## src/rtl/bsmh_pkg.sv

```systemverilog
// Constants and carrier types for the initiator-side bus message handler.
// Assumes an 8-bit parallel message bus with odd parity and a 200 MHz system clock.
package bsmh_pkg;

  // ==========================================================================
  // Identify byte layout.
  localparam int IDENT_BIT = 7;
  localparam int DISC_BIT = 6;
  localparam int SEL_BIT = 5;
  localparam int RSV_HI_BIT = 4;
  localparam int RSV_LO_BIT = 3;
  localparam int NUM_MSB = 2;

  // ==========================================================================
  // Message codes.
  localparam logic [7:0] MSG_REJECT = 8'h07;
  localparam logic [7:0] MSG_NOP = 8'h08;
  localparam logic [7:0] MSG_PARITY_ERR = 8'h09;
  localparam logic [7:0] MSG_LINKED = 8'h0A;
  localparam logic [7:0] MSG_LINKED_FLAG = 8'h0B;
  localparam logic [7:0] MSG_INIT_RECOVERY = 8'h0F;
  localparam logic [7:0] MSG_SIMPLE_TAG = 8'h20;
  localparam logic [7:0] MSG_TAG_HI = 8'h22;
  localparam logic [7:0] MSG_WIDE_RESIDUE = 8'h23;
  localparam logic [7:0] RES_ONE = 8'h01;
  localparam logic [7:0] RES_TWO = 8'h02;
  localparam logic [7:0] RES_THREE = 8'h03;

  // ==========================================================================
  // Software register map and reset values.
  localparam logic [3:0] ADDR_CTRL = 4'h0;
  localparam logic [3:0] ADDR_CMD = 4'h1;
  localparam logic [3:0] ADDR_STATUS = 4'h2;
  localparam logic [3:0] ADDR_RX = 4'h3;
  localparam logic [3:0] ADDR_PTR = 4'h4;
  localparam logic [7:0] CTRL_RESET = 8'h00;
  localparam int CTRL_DISC = 0;
  localparam int CTRL_SEL = 1;
  localparam int CTRL_NUM_LSB = 2;
  localparam int CTRL_TAGGED = 5;
  localparam int CTRL_WIDE32 = 6;
  localparam int CTRL_REFUSE_REC = 7;
  localparam int CMD_IDENT = 0;
  localparam int CMD_TAG = 1;
  localparam int CMD_CLEAR = 2;
  localparam int CMD_TAG_LSB = 8;
  localparam int SYNC_STAGES = 2;

  // ==========================================================================
  // Carrier types.
  typedef struct packed {
    logic wr;
    logic rd;
    logic [3:0] addr;
    logic [31:0] wdata;
  } bsmh_sw_req_type;

  typedef struct packed {
    logic req;
    logic bsy;
    logic msg;
    logic cd;
    logic io;
    logic [7:0] db;
    logic dbp;
  } bsmh_pins_type;

endpackage

```

## src/rtl/bsmh_initiator.sv

```systemverilog
// Initiator-side message phase handler: sends and checks message bytes over REQ/ACK.
// Assumes a target drives REQ, BSY and the phase lines; software uses the plain register port.
//
// Implementation choices: the placing of the registers and the strobed register port.
`timescale 1ns/1ps
module bsmh_initiator (
  input wire logic clk_i,
  input wire logic rst_n_i,
  input wire bsmh_pkg::bsmh_sw_req_type sw_req_i,
  output logic [31:0] rd_data_o,
  input wire bsmh_pkg::bsmh_pins_type pins_i,
  output logic [7:0] db_o,
  output logic dbp_o,
  output logic db_oe_o,
  output logic ack_o,
  output logic atn_o,
  output logic ptr_restore_o,
  output logic ptr_reset_o
);

  // ==========================================================================
  // Decoding helpers.
  function automatic logic [3:0] residue_lanes(input logic [7:0] count, input logic wide32);
    logic [3:0] lanes;
    lanes = 4'h0;
    if (wide32) begin
      if (count == bsmh_pkg::RES_ONE) lanes = 4'h8;
      else if (count == bsmh_pkg::RES_TWO) lanes = 4'hC;
      else if (count == bsmh_pkg::RES_THREE) lanes = 4'hE;
    end else begin
      lanes = 4'hC;
      if (count == bsmh_pkg::RES_ONE) lanes = 4'hE;
    end
    return lanes;
  endfunction

  function automatic logic residue_valid(input logic [7:0] count, input logic wide32);
    return (residue_lanes(count, wide32) & (wide32 ? 4'hF : 4'h3)) != 4'h0;
  endfunction

  // ==========================================================================
  // Pin synchronisation and phase decode.
  bsmh_pkg::bsmh_pins_type s;

  bsmh_sync u_sync (
    .clk_i(clk_i),
    .rst_n_i(rst_n_i),
    .pins_i(pins_i),
    .pins_o(s)
  );

  typedef enum logic [1:0] {ST_IDLE, ST_SETUP, ST_ACK} bsmh_hs_type;

  bsmh_hs_type state_reg;
  logic out_mode_reg;
  logic phase_in;
  logic phase_out;
  logic bus_free;
  logic rx_take;
  logic tx_done;
  logic tx_last;

  assign phase_in = s.msg && s.cd && s.io;
  assign phase_out = s.msg && s.cd && !s.io;
  assign bus_free = !s.bsy;
  assign rx_take = (state_reg == ST_IDLE) && s.req && s.bsy && phase_in;
  assign tx_done = (state_reg == ST_ACK) && !s.req && out_mode_reg;

  // ==========================================================================
  // Registers.
  logic [7:0] ctrl_reg;
  logic [7:0] tx0_reg;
  logic [7:0] tx1_reg;
  logic [1:0] tx_len_reg;
  logic tx_idx_reg;
  logic locked_reg;
  logic lock_sel_reg;
  logic [2:0] lock_num_reg;
  logic ident_ok_reg;
  logic recovery_reg;
  logic nexus_err_reg;
  logic target_rej_reg;
  logic parity_seen_reg;
  logic exp_count_reg;
  logic exp_tag_code_reg;
  logic exp_tag_val_reg;
  logic [7:0] last_rx_reg;
  logic [3:0] lanes_reg;
  logic [7:0] restore_cnt_reg;
  logic [7:0] reset_cnt_reg;

  assign tx_last = (tx_len_reg != 2'd0) && ({1'b0, tx_idx_reg} + 2'd1 == tx_len_reg);

  // ==========================================================================
  // Receive decision.
  logic par_ok;
  logic is_ident;
  logic rx_reject;
  logic ident_good;
  logic do_restore;
  logic do_reset;
  logic cmd_wr;
  logic sw_ident;
  logic clear_cmd;
  logic [7:0] sw_ident_byte;

  assign par_ok = ^{s.db, s.dbp};
  assign is_ident = s.db[bsmh_pkg::IDENT_BIT] && !exp_count_reg && !exp_tag_val_reg;
  assign cmd_wr = sw_req_i.wr && (sw_req_i.addr == bsmh_pkg::ADDR_CMD);
  assign clear_cmd = cmd_wr && sw_req_i.wdata[bsmh_pkg::CMD_CLEAR];
  assign sw_ident_byte = {1'b1, ctrl_reg[bsmh_pkg::CTRL_DISC], ctrl_reg[bsmh_pkg::CTRL_SEL], 2'b00,
                          ctrl_reg[bsmh_pkg::CTRL_NUM_LSB +: 3]};

  always_comb begin
    rx_reject = 1'b0;
    ident_good = 1'b0;
    if (is_ident) begin
      rx_reject = s.db[bsmh_pkg::DISC_BIT] || s.db[bsmh_pkg::RSV_HI_BIT] || s.db[bsmh_pkg::RSV_LO_BIT];
      ident_good = !rx_reject && !atn_o && !ctrl_reg[bsmh_pkg::CTRL_TAGGED];
    end else if (exp_count_reg) begin
      rx_reject = !residue_valid(s.db, ctrl_reg[bsmh_pkg::CTRL_WIDE32]);
    end else if (exp_tag_code_reg) begin
      rx_reject = s.db != bsmh_pkg::MSG_SIMPLE_TAG;
    end else if (exp_tag_val_reg) begin
      ident_good = !atn_o;
    end else if (s.db == bsmh_pkg::MSG_INIT_RECOVERY) begin
      rx_reject = ctrl_reg[bsmh_pkg::CTRL_REFUSE_REC];
    end
  end

  assign do_restore = rx_take && par_ok && ident_good;
  assign do_reset = rx_take && par_ok && !is_ident && !exp_count_reg && !exp_tag_val_reg &&
                    ((s.db == bsmh_pkg::MSG_LINKED) || (s.db == bsmh_pkg::MSG_LINKED_FLAG));

  // Identify from software is refused if it would change the locked nexus.
  assign sw_ident = cmd_wr && sw_req_i.wdata[bsmh_pkg::CMD_IDENT] && (tx_len_reg == 2'd0) &&
                    !(locked_reg && ((lock_sel_reg != ctrl_reg[bsmh_pkg::CTRL_SEL]) ||
                      (lock_num_reg != ctrl_reg[bsmh_pkg::CTRL_NUM_LSB +: 3])));

  // ==========================================================================
  // Handshake engine.
  always_ff @(posedge clk_i or negedge rst_n_i) begin
    if (!rst_n_i) begin
      state_reg <= ST_IDLE;
      ack_o <= 1'b0;
      db_o <= 8'h00;
      dbp_o <= 1'b0;
      db_oe_o <= 1'b0;
      out_mode_reg <= 1'b0;
    end else if (bus_free) begin
      state_reg <= ST_IDLE;
      ack_o <= 1'b0;
      db_oe_o <= 1'b0;
      out_mode_reg <= 1'b0;
    end else begin
      unique case (state_reg)
        ST_IDLE: begin
          if (rx_take) begin
            ack_o <= 1'b1;
            out_mode_reg <= 1'b0;
            state_reg <= ST_ACK;
          end else if (s.req && phase_out) begin
            db_o <= (tx_len_reg == 2'd0) ? bsmh_pkg::MSG_NOP : (tx_idx_reg ? tx1_reg : tx0_reg);
            dbp_o <= ~^((tx_len_reg == 2'd0) ? bsmh_pkg::MSG_NOP : (tx_idx_reg ? tx1_reg : tx0_reg));
            db_oe_o <= 1'b1;
            out_mode_reg <= 1'b1;
            state_reg <= ST_SETUP;
          end
        end
        ST_SETUP: begin
          ack_o <= 1'b1;
          state_reg <= ST_ACK;
        end
        ST_ACK: begin
          if (!s.req) begin
            ack_o <= 1'b0;
            db_oe_o <= 1'b0;
            state_reg <= ST_IDLE;
          end
        end
      endcase
    end
  end

  // ==========================================================================
  // Outgoing message queue.
  always_ff @(posedge clk_i or negedge rst_n_i) begin
    if (!rst_n_i) begin
      tx0_reg <= 8'h00;
      tx1_reg <= 8'h00;
      tx_len_reg <= 2'd0;
      tx_idx_reg <= 1'b0;
    end else if (bus_free) begin
      tx_len_reg <= 2'd0;
      tx_idx_reg <= 1'b0;
    end else if (rx_take && (!par_ok || rx_reject)) begin
      tx0_reg <= par_ok ? bsmh_pkg::MSG_REJECT : bsmh_pkg::MSG_PARITY_ERR;
      tx_len_reg <= 2'd1;
      tx_idx_reg <= 1'b0;
    end else if (sw_ident) begin
      tx0_reg <= sw_ident_byte;
      tx1_reg <= sw_req_i.wdata[bsmh_pkg::CMD_TAG_LSB +: 8];
      tx_len_reg <= sw_req_i.wdata[bsmh_pkg::CMD_TAG] ? 2'd2 : 2'd1;
      tx_idx_reg <= 1'b0;
    end else if (tx_done && (tx_len_reg != 2'd0)) begin
      if (tx_last) begin
        tx_len_reg <= 2'd0;
        tx_idx_reg <= 1'b0;
      end else begin
        tx_idx_reg <= 1'b1;
      end
    end
  end

  // ==========================================================================
  // Attention line: raised on a bad-parity or rejected byte or a software identify, dropped in the cycle ACK rises for the last byte.
  always_ff @(posedge clk_i or negedge rst_n_i) begin
    if (!rst_n_i) begin
      atn_o <= 1'b0;
    end else if (bus_free) begin
      atn_o <= 1'b0;
    end else if ((rx_take && (!par_ok || rx_reject)) || sw_ident) begin
      atn_o <= 1'b1;
    end else if ((state_reg == ST_SETUP) && tx_last) begin
      atn_o <= 1'b0;
    end
  end

  // ==========================================================================
  // Inbound message parsing.
  always_ff @(posedge clk_i or negedge rst_n_i) begin
    if (!rst_n_i) begin
      exp_count_reg <= 1'b0;
      exp_tag_code_reg <= 1'b0;
      exp_tag_val_reg <= 1'b0;
      last_rx_reg <= 8'h00;
      lanes_reg <= 4'h0;
    end else if (bus_free) begin
      exp_count_reg <= 1'b0;
      exp_tag_code_reg <= 1'b0;
      exp_tag_val_reg <= 1'b0;
    end else if (rx_take) begin
      last_rx_reg <= s.db;
      // A parity error drops the partial message; the target resends it whole.
      exp_count_reg <= par_ok && !is_ident && !exp_count_reg && !exp_tag_val_reg &&
                       (s.db == bsmh_pkg::MSG_WIDE_RESIDUE);
      exp_tag_code_reg <= par_ok && is_ident && !rx_reject && ctrl_reg[bsmh_pkg::CTRL_TAGGED];
      exp_tag_val_reg <= par_ok && exp_tag_code_reg && !rx_reject;
      if (par_ok && exp_count_reg && !rx_reject) begin
        lanes_reg <= residue_lanes(s.db, ctrl_reg[bsmh_pkg::CTRL_WIDE32]);
      end
    end
  end

  // ==========================================================================
  // Nexus lock and status flags; a setting event wins over a software clear, but bus free wins over a lock.
  always_ff @(posedge clk_i or negedge rst_n_i) begin
    if (!rst_n_i) begin
      locked_reg <= 1'b0;
      lock_sel_reg <= 1'b0;
      lock_num_reg <= 3'd0;
      ident_ok_reg <= 1'b0;
      recovery_reg <= 1'b0;
      nexus_err_reg <= 1'b0;
      target_rej_reg <= 1'b0;
      parity_seen_reg <= 1'b0;
    end else begin
      if (bus_free) begin
        locked_reg <= 1'b0;
        ident_ok_reg <= 1'b0;
      end else if (sw_ident) begin
        locked_reg <= 1'b1;
        lock_sel_reg <= ctrl_reg[bsmh_pkg::CTRL_SEL];
        lock_num_reg <= ctrl_reg[bsmh_pkg::CTRL_NUM_LSB +: 3];
      end else if (rx_take && par_ok && is_ident && !rx_reject) begin
        locked_reg <= 1'b1;
        lock_sel_reg <= s.db[bsmh_pkg::SEL_BIT];
        lock_num_reg <= s.db[bsmh_pkg::NUM_MSB:0];
      end
      if (clear_cmd) begin
        ident_ok_reg <= 1'b0;
        recovery_reg <= 1'b0;
        nexus_err_reg <= 1'b0;
        target_rej_reg <= 1'b0;
        parity_seen_reg <= 1'b0;
      end
      if (do_restore || (out_mode_reg && tx_done && tx_last && locked_reg && !s.msg)) begin
        ident_ok_reg <= 1'b1;
      end
      if (rx_take && par_ok && !rx_reject && !is_ident && !exp_count_reg && !exp_tag_code_reg &&
          !exp_tag_val_reg && (s.db == bsmh_pkg::MSG_INIT_RECOVERY)) begin
        recovery_reg <= 1'b1;
      end
      if (cmd_wr && sw_req_i.wdata[bsmh_pkg::CMD_IDENT] && !sw_ident) begin
        nexus_err_reg <= 1'b1;
      end
      if (rx_take && par_ok && !is_ident && !exp_count_reg && !exp_tag_val_reg &&
          (s.db == bsmh_pkg::MSG_REJECT)) begin
        target_rej_reg <= 1'b1;
      end
      if (rx_take && !par_ok) begin
        parity_seen_reg <= 1'b1;
      end
    end
  end

  // ==========================================================================
  // Pointer events.
  always_ff @(posedge clk_i or negedge rst_n_i) begin
    if (!rst_n_i) begin
      ptr_restore_o <= 1'b0;
      ptr_reset_o <= 1'b0;
      restore_cnt_reg <= 8'h00;
      reset_cnt_reg <= 8'h00;
    end else begin
      ptr_restore_o <= do_restore;
      ptr_reset_o <= do_reset;
      if (do_restore) restore_cnt_reg <= restore_cnt_reg + 8'h01;
      if (do_reset) reset_cnt_reg <= reset_cnt_reg + 8'h01;
    end
  end

  // ==========================================================================
  // Software register port.
  always_ff @(posedge clk_i or negedge rst_n_i) begin
    if (!rst_n_i) begin
      ctrl_reg <= bsmh_pkg::CTRL_RESET;
    end else if (sw_req_i.wr && (sw_req_i.addr == bsmh_pkg::ADDR_CTRL)) begin
      ctrl_reg <= sw_req_i.wdata[7:0];
    end
  end

  always_ff @(posedge clk_i or negedge rst_n_i) begin
    if (!rst_n_i) begin
      rd_data_o <= 32'h0000_0000;
    end else if (sw_req_i.rd) begin
      unique case (sw_req_i.addr)
        bsmh_pkg::ADDR_CTRL: rd_data_o <= {24'h000000, ctrl_reg};
        bsmh_pkg::ADDR_STATUS: rd_data_o <= {16'h0000, 2'b00, tx_len_reg, lock_num_reg, lock_sel_reg,
                                             locked_reg, parity_seen_reg, target_rej_reg, nexus_err_reg,
                                             recovery_reg, ident_ok_reg, atn_o, s.bsy};
        bsmh_pkg::ADDR_RX: rd_data_o <= {20'h00000, lanes_reg, last_rx_reg};
        bsmh_pkg::ADDR_PTR: rd_data_o <= {16'h0000, reset_cnt_reg, restore_cnt_reg};
        default: rd_data_o <= 32'h0000_0000;
      endcase
    end else begin
      rd_data_o <= 32'h0000_0000;
    end
  end

endmodule

```

## src/rtl/bsmh_sync.sv

```systemverilog
// Two-flop synchroniser for the bus pins seen by the message handler.
// Assumes pins are asynchronous to clk_i; the first stage feeds only the second.
`timescale 1ns/1ps
module bsmh_sync (
  input wire logic clk_i,
  input wire logic rst_n_i,
  input wire bsmh_pkg::bsmh_pins_type pins_i,
  output bsmh_pkg::bsmh_pins_type pins_o
);

  // ==========================================================================
  // Synchroniser stages.
  bsmh_pkg::bsmh_pins_type stage_reg [bsmh_pkg::SYNC_STAGES];

  genvar g;
  generate
    for (g = 0; g < bsmh_pkg::SYNC_STAGES; g++) begin : gen_stage
      always_ff @(posedge clk_i or negedge rst_n_i) begin
        if (!rst_n_i) begin
          stage_reg[g] <= '0;
        end else begin
          stage_reg[g] <= (g == 0) ? pins_i : stage_reg[(g == 0) ? 0 : g - 1];
        end
      end
    end
  endgenerate

  assign pins_o = stage_reg[bsmh_pkg::SYNC_STAGES - 1];

endmodule

```

## config.mk

```make
export PLATFORM = sky130hd
export DESIGN_NAME = bsmh_initiator
export DESIGN_NICKNAME = d
export VERILOG_FILES = /design/src/rtl/bsmh_pkg.sv /design/src/rtl/bsmh_initiator.sv /design/src/rtl/bsmh_sync.sv
export SDC_FILE = /design/constraint.sdc
export NUM_CORES = 1
export LEC_CHECK = 0
export ABC_AREA = 1
export BUFFER_PORTS_ARGS = -buffer_cell sky130_fd_sc_hd__buf_4
export CORE_MARGIN = 2
export CORE_UTILIZATION = 48
export DETAILED_ROUTE_END_ITERATION = 10
export MAX_ROUTING_LAYER = met4
export PLACE_DENSITY_LB_ADDON = 0.3
export SLEW_MARGIN = 20
export SYNTH_ARGS = -nofsm -noshare
export SYNTH_HDL_FRONTEND = slang
export SYNTH_SLANG_ARGS = --single-unit
```

## constraint.sdc

```tcl
create_clock -name clk_i -period 3 [get_ports clk_i]
set_clock_uncertainty 0.2 [all_clocks]
set_input_delay 0.6 -clock clk_i [delete_from_list [all_inputs] [get_ports clk_i]]
set_output_delay 0.6 -clock clk_i [all_outputs]
set_load 0.005 [all_outputs]
```

Word level (Yosys, flattened, before mapping)
Index checks and enable logic that the tools add are counted.
{"block": "word_totals", "in_bits": 54, "ff_bits": 145, "elab_cells": 259, "output_inout_bits": 46}
{"block": "classes", "n_eq_ne": 32, "add_sub_neg": 3, "mux": 75, "reduce_logical": 102, "bitwise_logic": 3}
{"cell": "$pmux 16 s4", "count": 1}
{"cell": "$logic_and 1x1->1", "count": 56}
{"cell": "$mux 1", "count": 45}
{"cell": "$mux 32", "count": 1}
{"cell": "$mux 4", "count": 8}
{"cell": "$mux 8", "count": 4}
{"cell": "$ne 3x3->1 const B", "count": 9}
{"cell": "$eq 8x4->1 const B", "count": 3}
{"cell": "$mux 2", "count": 11}
{"cell": "$add 8x1->8 const B", "count": 2}
{"cell": "$eq 8x2->1 const B", "count": 2}
{"cell": "$logic_not 1->1", "count": 15}
{"cell": "$reduce_and 2->1", "count": 7}
{"cell": "$reduce_bool 2->1", "count": 7}
{"cell": "$ne 4x4->1 const B", "count": 3}
{"cell": "$reduce_xor 9->1", "count": 1}
{"cell": "$eq 4x2->1 const B", "count": 2}
{"cell": "$eq 8x1->1 const B", "count": 1}
{"cell": "$eq 8x3->1 const B", "count": 1}
{"cell": "$eq 8x6->1 const B", "count": 1}
{"cell": "$ne 8x6->1 const B", "count": 1}
{"cell": "$reduce_and 4->1", "count": 2}
{"cell": "$reduce_xnor 8->1", "count": 1}
{"cell": "$logic_or 1x1->1", "count": 7}
{"cell": "19 further kinds", "count": 24}

Depth between registers and ports, before layout
Gate-level depths: netlist of the first run.
{"block": "depth", "ltp_word": 20, "mapped_depth": 16, "mapped_depth_nobuf": 15}

Hierarchy
From an unflattened synthesis of the first run, not the netlist that was laid out.
{"block": "unflattened", "cells_unflattened": 719, "area_unflattened_um2": 6107.1}
{"mod": "bsmh_initiator", "n_inst": 1, "area_per_inst_um2": 5301.3, "cells_each": 677}
{"mod": "bsmh_sync", "n_inst": 1, "area_per_inst_um2": 805.8, "cells_each": 42}

Least setup slack after synthesis of the first run
Ideal clock, no wire load.
{"block": "synth_path", "kind": "input -> register", "startpoint": "input sw_req_i[35] (netlist name)", "endpoint": "register tx_len_reg[0]", "cell_stages": 9, "slack_ns": 0.994, "path_buffers": 1, "t_arrival_ns": 1.689, "path_cell_list": "nor2_1 -> nand3_1 -> nor2_1 -> nand3_1 -> clkbuf_1 -> o21ai_0 -> inv_1 -> nand4_1 -> nand2_1"}
{"block": "synth_via", "elab_chain_cells": 8}
{"item": "start: declaration", "line": "bsmh_initiator.sv:9", "text": "input wire bsmh_pkg::bsmh_sw_req_type sw_req_i,"}
{"item": "$eq 4x1->1 (*)", "line": "bsmh_initiator.sv:109", "text": "assign cmd_wr = sw_req_i.wr && (sw_req_i.addr == bsmh_pkg::ADDR_CMD);"}
{"item": "$logic_and 1x1->1 (*)", "line": "bsmh_initiator.sv:109"}
{"item": "$logic_and 1x1->1 (*) (3 in series)", "line": "bsmh_initiator.sv:136", "text": "assign sw_ident = cmd_wr && sw_req_i.wdata[bsmh_pkg::CMD_IDENT] && (tx_len_reg == 2'd0) &&"}
{"item": "$mux 2", "line": "bsmh_initiator.sv:200", "text": "end else if (sw_ident) begin"}
{"item": "$mux 2", "line": "bsmh_initiator.sv:196", "text": "end else if (rx_take && (!par_ok || rx_reject)) begin"}
{"item": "$mux 2", "line": "bsmh_initiator.sv:193", "text": "end else if (bus_free) begin"}
{"item": "end signal: assignment", "line": "bsmh_initiator.sv:203", "text": "tx_len_reg <= sw_req_i.wdata[bsmh_pkg::CMD_TAG] ? 2'd2 : 2'd1;"}
{"item": "end: declaration", "line": "bsmh_initiator.sv:74", "text": "logic [1:0] tx_len_reg;"}
Mark *: on every way between the ends. The rest lies on a longest branch, timed or not.
A chain may end at the register's enable or synchronous reset.

Worst setup path after layout of the first run
{"block": "layout_path", "startpoint": "register u_sync.stage_reg (netlist bit u_sync.pins_o[1])", "endpoint": "register reset_cnt_reg[0]"}
{"block": "layout_via", "elab_chain_cells": 6}
{"item": "start: declaration", "line": "bsmh_sync.sv:13", "text": "bsmh_pkg::bsmh_pins_type stage_reg [bsmh_pkg::SYNC_STAGES];"}
{"item": "start signal: indexed assignment", "line": "bsmh_sync.sv:22", "text": "stage_reg[g] <= (g == 0) ? pins_i : stage_reg[(g == 0) ? 0 : g - 1];"}
{"item": "$reduce_xor 9->1", "line": "bsmh_initiator.sv:107", "text": "assign par_ok = ^{s.db, s.dbp};"}
{"item": "$logic_and 1x1->1 (4 in series)", "line": "bsmh_initiator.sv:132", "text": "assign do_reset = rx_take && par_ok && !is_ident && !exp_count_reg && !exp_tag_val_reg &&"}
{"item": "$logic_and 1x1->1 (*)", "line": "bsmh_initiator.sv:132"}
{"item": "end signal: assignment", "line": "bsmh_initiator.sv:319", "text": "if (do_reset) reset_cnt_reg <= reset_cnt_reg + 8'h01;"}
{"item": "end: declaration", "line": "bsmh_initiator.sv:90", "text": "logic [7:0] reset_cnt_reg;"}
Marked as above.

==> results.json, run 1 <==
{
  "core-area_sq_um": 12500,
  "status": "finished, final reports clean",
  "largest_reg_flops": 16,
  "cap_violations": 0,
  "cts_buffer_depth": 2,
  "ctsResizeCount": 0,
  "drc": 0,
  "yosys_most_used_dff": "dfrtp_1",
  "clk_pin_slew_ns": 0.05,
  "pin_count": 100,
  "grt_use_total_pct": 22.7,
  "nets": 821,
  "n_antenna_cell": 0,
  "async_flop_share_pct": 100,
  "wire_per_inst_um": 14.3,
  "holdWs_ns": 0.0812,
  "area_delta_synth_final_pct": 19.7,
  "worstPathCellList": "nand2_1, nand2_1, inv_1, nand2_1, nand2_1, nand2_2, nand2_2, nor4_4, nand2_4, xor2_1",
  "crit_type": "flop to flop",
  "grt_start_max_net_pins": 57,
  "firstDrtPassIters": 5,
  "worstPathArrival_ns": 2.65,
  "cts_sinks": 127,
  "yosys_warnings": 0,
  "gr-total-overflow": 0,
  "fmax_mhz": 392,
  "tightest_slew_ns": 0.702,
  "finalHoldViolCount": 0,
  "syn_area_per_cell_sq_um": 8.82,
  "post-cts-setup-buffers": 0,
  "rsz0062_at_grt": "no",
  "crit_required_ns": 3.10,
  "finalSetupViolCount": 0,
  "p_per_area_nw_per_um2": 632,
  "path_max_fanout": 10,
  "total_power_uw": 4580,
  "netlist_instances": 686,
  "clk_latency_ns": 0.42,
  "cpMaxStageDelayCell": "dfrtp_1",
  "cpMostUsedCell": "nand2_1",
  "grt_pass1_wl_um": 22600,
  "ctsHoldBuffers": 1,
  "gp_congestion": 0.873,
  "start_util_pct": 48.5,
  "max-vdd-ir-drop_v": 0.000303,
  "drtIter0Drc": 452,
  "cts_root_buf": "clkbuf_16",
  "synth_seq_cells": 127,
  "drtAntennaViolNets": 0,
  "synth_edf_count": 0,
  "period_share_pct": 84.9,
  "grt_pass1_vias": 4736,
  "dieArea_sq_um": 13500,
  "worst_setup_path_start_kind": "flop",
  "antenna_found_initial": 0,
  "fin_setup_tns_ns": 0,
  "fp.dieH_um": 116,
  "yosysSeqAreaShare_pct": 52.5,
  "slew_headroom_pct": 52.9,
  "rows": 41,
  "wirelength_um": 13500,
  "yosysUniqueCellTypes": 43,
  "cpPeakStageDelay_ns": 0.62,
  "worstHoldPathType": "input pin to flop",
  "drive_above_1_share_pct": 18.3,
  "dpl.hpwl_um": 9860,
  "crit_path_end_kind": "flop",
  "min_period_ns": 2.55,
  "power_leakage_uw": 0.00367,
  "cts_tree": "done",
  "slew_violations": 0,
  "syn_area_sq_um": 6050,
  "htreeDepth": 4,
  "fp.dieW_um": 116,
  "port_buffers": 67,
  "cts_buffers": 17,
  "vias_per_cell": 5.19,
  "vias": 4912
}
per-layer routing:
| metal | track usage [%] | routed length (um) | vias to the layer above |
|---|---|---|---|
| met2 | 34.9 | 6520 | 173 |
| met4 | 8.49 | 274 | 0 |
| li1 | - | - | 2351 |
| met5 | - | 0 | - |
| met1 | 28.6 | 5810 | 2361 |
| met3 | 6.54 | 914 | 27 |
worst max-delay path, delay by kind of cell, from the launching register on:
family | cells | cell delay, ns
XOR/XNOR | 1 | 0.20
buffers and inverters | 1 | 0.04
flip-flops | 1 | 0.62
AND/OR/NAND/NOR | 8 | 1.35
final cells by class:
class	instances	area [sq um]
multi-input cells	465	2420
clock inverters	9	83.8
clock buffers	23	488
flip-flops and latches	127	3180
fillers	1087	5220
repair buffers	73	563
inverters	78	293
well taps	172	215
through the flow:
step                      instances  cell area [sq um]  util, %  worst slack (ns)
after floorplan                 701               6110        -             0.994
after global placement          914               6660     53.4             0.514
after detailed placement        914               6660     53.4             0.487
after CTS                       947               7240     58.1             0.490
after global routing            947               7240     58.1             0.271
final                           947               7240     58.1             0.452
cell usage after synthesis (2+ instances only):
cell type	instances	share of area [%]
clkbuf_1	7	0.43
a21oi_1	11	0.91
buf_6	4	0.74
nand2_1	181	11
nand3_1	33	2.7
xnor2_1	14	2.0
nand2_4	5	0.93
nand4_1	21	2.2
o21ai_1	15	1.2
inv_1	67	4.2
ha_1	5	1.0
nor2_1	50	3.1
buf_2	3	0.25
nand2_2	9	0.93
o21ai_0	39	3.2
o221ai_1	2	0.29
inv_2	10	0.62
a221oi_1	8	1.2
nor2_2	5	0.52
nor3_1	10	0.83
buf_4	17	2.1
o22ai_1	7	0.72
nand3_2	2	0.33
dfrtp_1	127	53
xor2_1	16	2.3
kinds of logic after synthesis:
logic type	count (synthesis)	synth area share, %
other	1	0.0620
XOR/XNOR	31	4.61
buffers and inverters	109	8.37
AND/OR/NAND/NOR	323	24.4
flip-flops	127	52.5
AO/OA/AOI/OAI	89	8.81
multiplexers	1	0.186
adder cells (fa/ha/maj)	5	1.03
report_power, final:
| part | internal (uW) | switching (uW) |
|---|---|---|
| combinational | 239 | 340 |
| clock | 1220 | 721 |
| sequential | 1920 | 143 |
| total | 3380 | 1200 |
final timing paths:
path | startpoint | to | slack (ns) | depth (start not counted)
min reg2reg | u_sync.stage_reg[22]$_DFF_PN0_ | u_sync.pins_o[8]$_DFF_PN0_ | 0.15 | 0
max reg2reg | u_sync.pins_o[1]$_DFF_PN0_ | reset_cnt_reg[0]$_DFFE_PN0P_ | 0.45 | 10
min | pins_i[1] | u_sync.stage_reg[15]$_DFF_PN0_ | 0.08 | 1
max in group asynchronous | rst_n_i | last_rx_reg[7]$_DFFE_PN0P_ | 1.28 | 3
min in group asynchronous | rst_n_i | db_o[4]$_DFFE_PN0P_ | 0.50 | 2
max | u_sync.pins_o[1]$_DFF_PN0_ | reset_cnt_reg[0]$_DFFE_PN0P_ | 0.45 | 10
cell usage in the layout (no fill, tap or decap), types with 3 or more instances in the layout:
cell type     n
a21oi_1      11
a221oi_1      8
buf_4        71
clkbuf_16    17
clkbuf_8      4
clkinv_2      3
clkinvlp_4    4
conb_1       16
dfrtp_1     127
ha_1          5
inv_1        67
inv_2        10
nand2_1     181
nand2_2       9
nand2_4       5
nand3_1      33
nand4_1      21
nor2_1       50
nor2_2        5
nor3_1       10
o21ai_0      39
o21ai_1      15
o22ai_1       7
xnor2_1      14
xor2_1       16
No activity file was read; power rests on OpenSTA's default activity.
==> inputs of run 2 (changes only) <==
Clock period 3 ns to 2.2 ns, I/O delays scaled along.
==> results.json, run 2 (synthesis gave the netlist of run 1 again) <==
{
  "crit_required_ns": 2.34,
  "worstPathArrival_ns": 2.23,
  "reg2reg_slack_ns": 0.11,
  "finalSetupViolCount": 0,
  "htreeDepth": 4,
  "fp.dieH_um": 116,
  "status": "finished, final reports clean",
  "grt_pass1_wl_um": 23300,
  "worst_setup_path_start_kind": "flop",
  "grt_pass1_vias": 4929,
  "path_max_fanout": 6,
  "drtAntennaViolNets": 0,
  "clk_pin_slew_ns": 0.06,
  "fp.dieW_um": 116,
  "drtIter0Drc": 427,
  "dpl.hpwl_um": 10300,
  "nets": 874,
  "total_power_uw": 6540,
  "min_period_ns": 2.09,
  "cts_buffers": 17,
  "vias_per_cell": 5.11,
  "start_util_pct": 48.5,
  "n_antenna_cell": 0,
  "firstDrtPassIters": 6,
  "drc": 0,
  "wire_per_inst_um": 14.5,
  "clk_latency_ns": 0.42,
  "tightest_slew_ns": 0.592,
  "cts_buffer_depth": 2,
  "dpl_cell_area_sq_um": 6950,
  "dieArea_sq_um": 13500,
  "cap_violations": 0,
  "gr-total-overflow": 0,
  "slew_violations": 0,
  "fmax_mhz": 478,
  "port_buffers": 67,
  "area_delta_synth_final_pct": 28.9,
  "cpMostUsedCell": "nand2_4",
  "wirelength_um": 14500,
  "dp.cells": 949,
  "core-area_sq_um": 12500,
  "drive_above_1_share_pct": 23.9,
  "final_cell_mix": "179 x nand2_1, 122 x dfrtp_1, 106 x buf_4, 65 x inv_1, 47 x nor2_1",
  "grt_use_total_pct": 23.1,
  "max-vdd-ir-drop_v": 0.000513,
  "cts_sinks": 127,
  "antenna_found_initial": 0,
  "stdcell_area_sq_um": 7800,
  "cpPeakStageDelay_ns": 0.46,
  "finalHoldViolCount": 0,
  "gp_congestion": 0.884,
  "crit_path_end_kind": "flop",
  "fin_util_pct": 62.6,
  "fin_cells": 1000,
  "cts_root_buf": "clkbuf_16",
  "vias": 5107,
  "power_leakage_uw": 0.00395,
  "grt_start_max_net_pins": 55,
  "pin_count": 100,
  "worstHoldPathType": "input pin to flop",
  "p_per_area_nw_per_um2": 838,
  "period_share_pct": 95.0,
  "rows": 41,
  "largest_reg_flops": 16,
  "slew_headroom_pct": 60.1,
  "cts_tree": "done",
  "cpMaxStageDelayCell": "dfrtp_2",
  "crit_type": "flop to flop",
  "worstPathCellList": "inv_2, nor2_2, nor2_1, nand2_4, nand2_2, nand2_1, nand3_1, nand2_4, nor2_4, nand2_4, nor2_2, xor2_1",
  "fin_setup_tns_ns": 0,
  "final_common_cell": "nand2_1"
}
[run 2: changes by cell type in the layout (fill, tap and decap cells not counted), moves of 2 or more]
cell           before  now
nand2_1           181  179
dfrtp_2             0    5
inv_1              67   65
nor2_2              5    7
buf_4              71  106
dfrtp_1           127  122
buf_12              1    3
clkbuf_8            4    6
clkbuf_1            2    0
inv_2              10   12
nor2_1             50   47
dlygate4sd3_1       1   15
[run 2: layer usage]
metal  vias up  wire (um)  GRT usage [%]
met5         -          0              -
met4         0        369           11.1
met3        35        701           4.41
met2       167       7090           36.0
met1      2443       6330           29.1
li1       2462          -              -
[run 2: timing repair]
action                     in CTS  in global routing
gates cloned                    0                  2
setup buffers                   0                  2
resized for setup               1                 18
hold endpoints to repair       55                  0
setup endpoints to repair       9                 39
hold buffers                   15                  0
pin swaps                       0                  1
[run 2: path summary, 6_finish.rpt]
kind / start / endpoint / depth (start not counted)
max: u_sync.pins_o[4]$_DFF_PN0_ / restore_cnt_reg[2]$_DFFE_PN0P_ / 12
min: sw_req_i[36] / rd_data_o[10]$_DFF_PN0_ / 3
min reg2reg: u_sync.stage_reg[14]$_DFF_PN0_ / u_sync.pins_o[0]$_DFF_PN0_ / 0
min in group asynchronous: rst_n_i / db_o[2]$_DFFE_PN0P_ / 2
max in group asynchronous: rst_n_i / last_rx_reg[6]$_DFFE_PN0P_ / 3
max reg2reg: u_sync.pins_o[4]$_DFF_PN0_ / restore_cnt_reg[2]$_DFFE_PN0P_ / 12
[run 2: cell type report]
type	count	area [sq um]
fillers	1018	4670
multi-input cells	467	2490
well taps	172	215
clock buffers	23	508
flip-flops and latches	127	3180
inverters	78	293
repair buffers	124	1010
clock inverters	9	105
[run 2: report_power, final]
group          total (uW)  leakage, uW  switching (uW)  internal [uW]
combinational         883      0.00202             500            382
clock                2850     0.000293            1010           1840
sequential           2810      0.00164             192           2610
[run 2: worst max-delay path, delay by kind of cell (launching register included)]
kind          cells  cell delay, ns
simple gates     10            1.08
buf+inv           1            0.10
flops             1            0.46
xor+xnor          1            0.16
[run 2: metrics by stage]
stage / hold WS (ns) / setup WS [ns]
2_1_floorplan: -0.0556 / 0.211
3_3_place_gp: 0.132 / 0.0233
3_5_place_dp: 0.135 / -0.0156
4_1_cts: 0.0256 / 0.0218
5_1_grt: 0.0479 / -0.0198
6_report: 0.0429 / 0.110
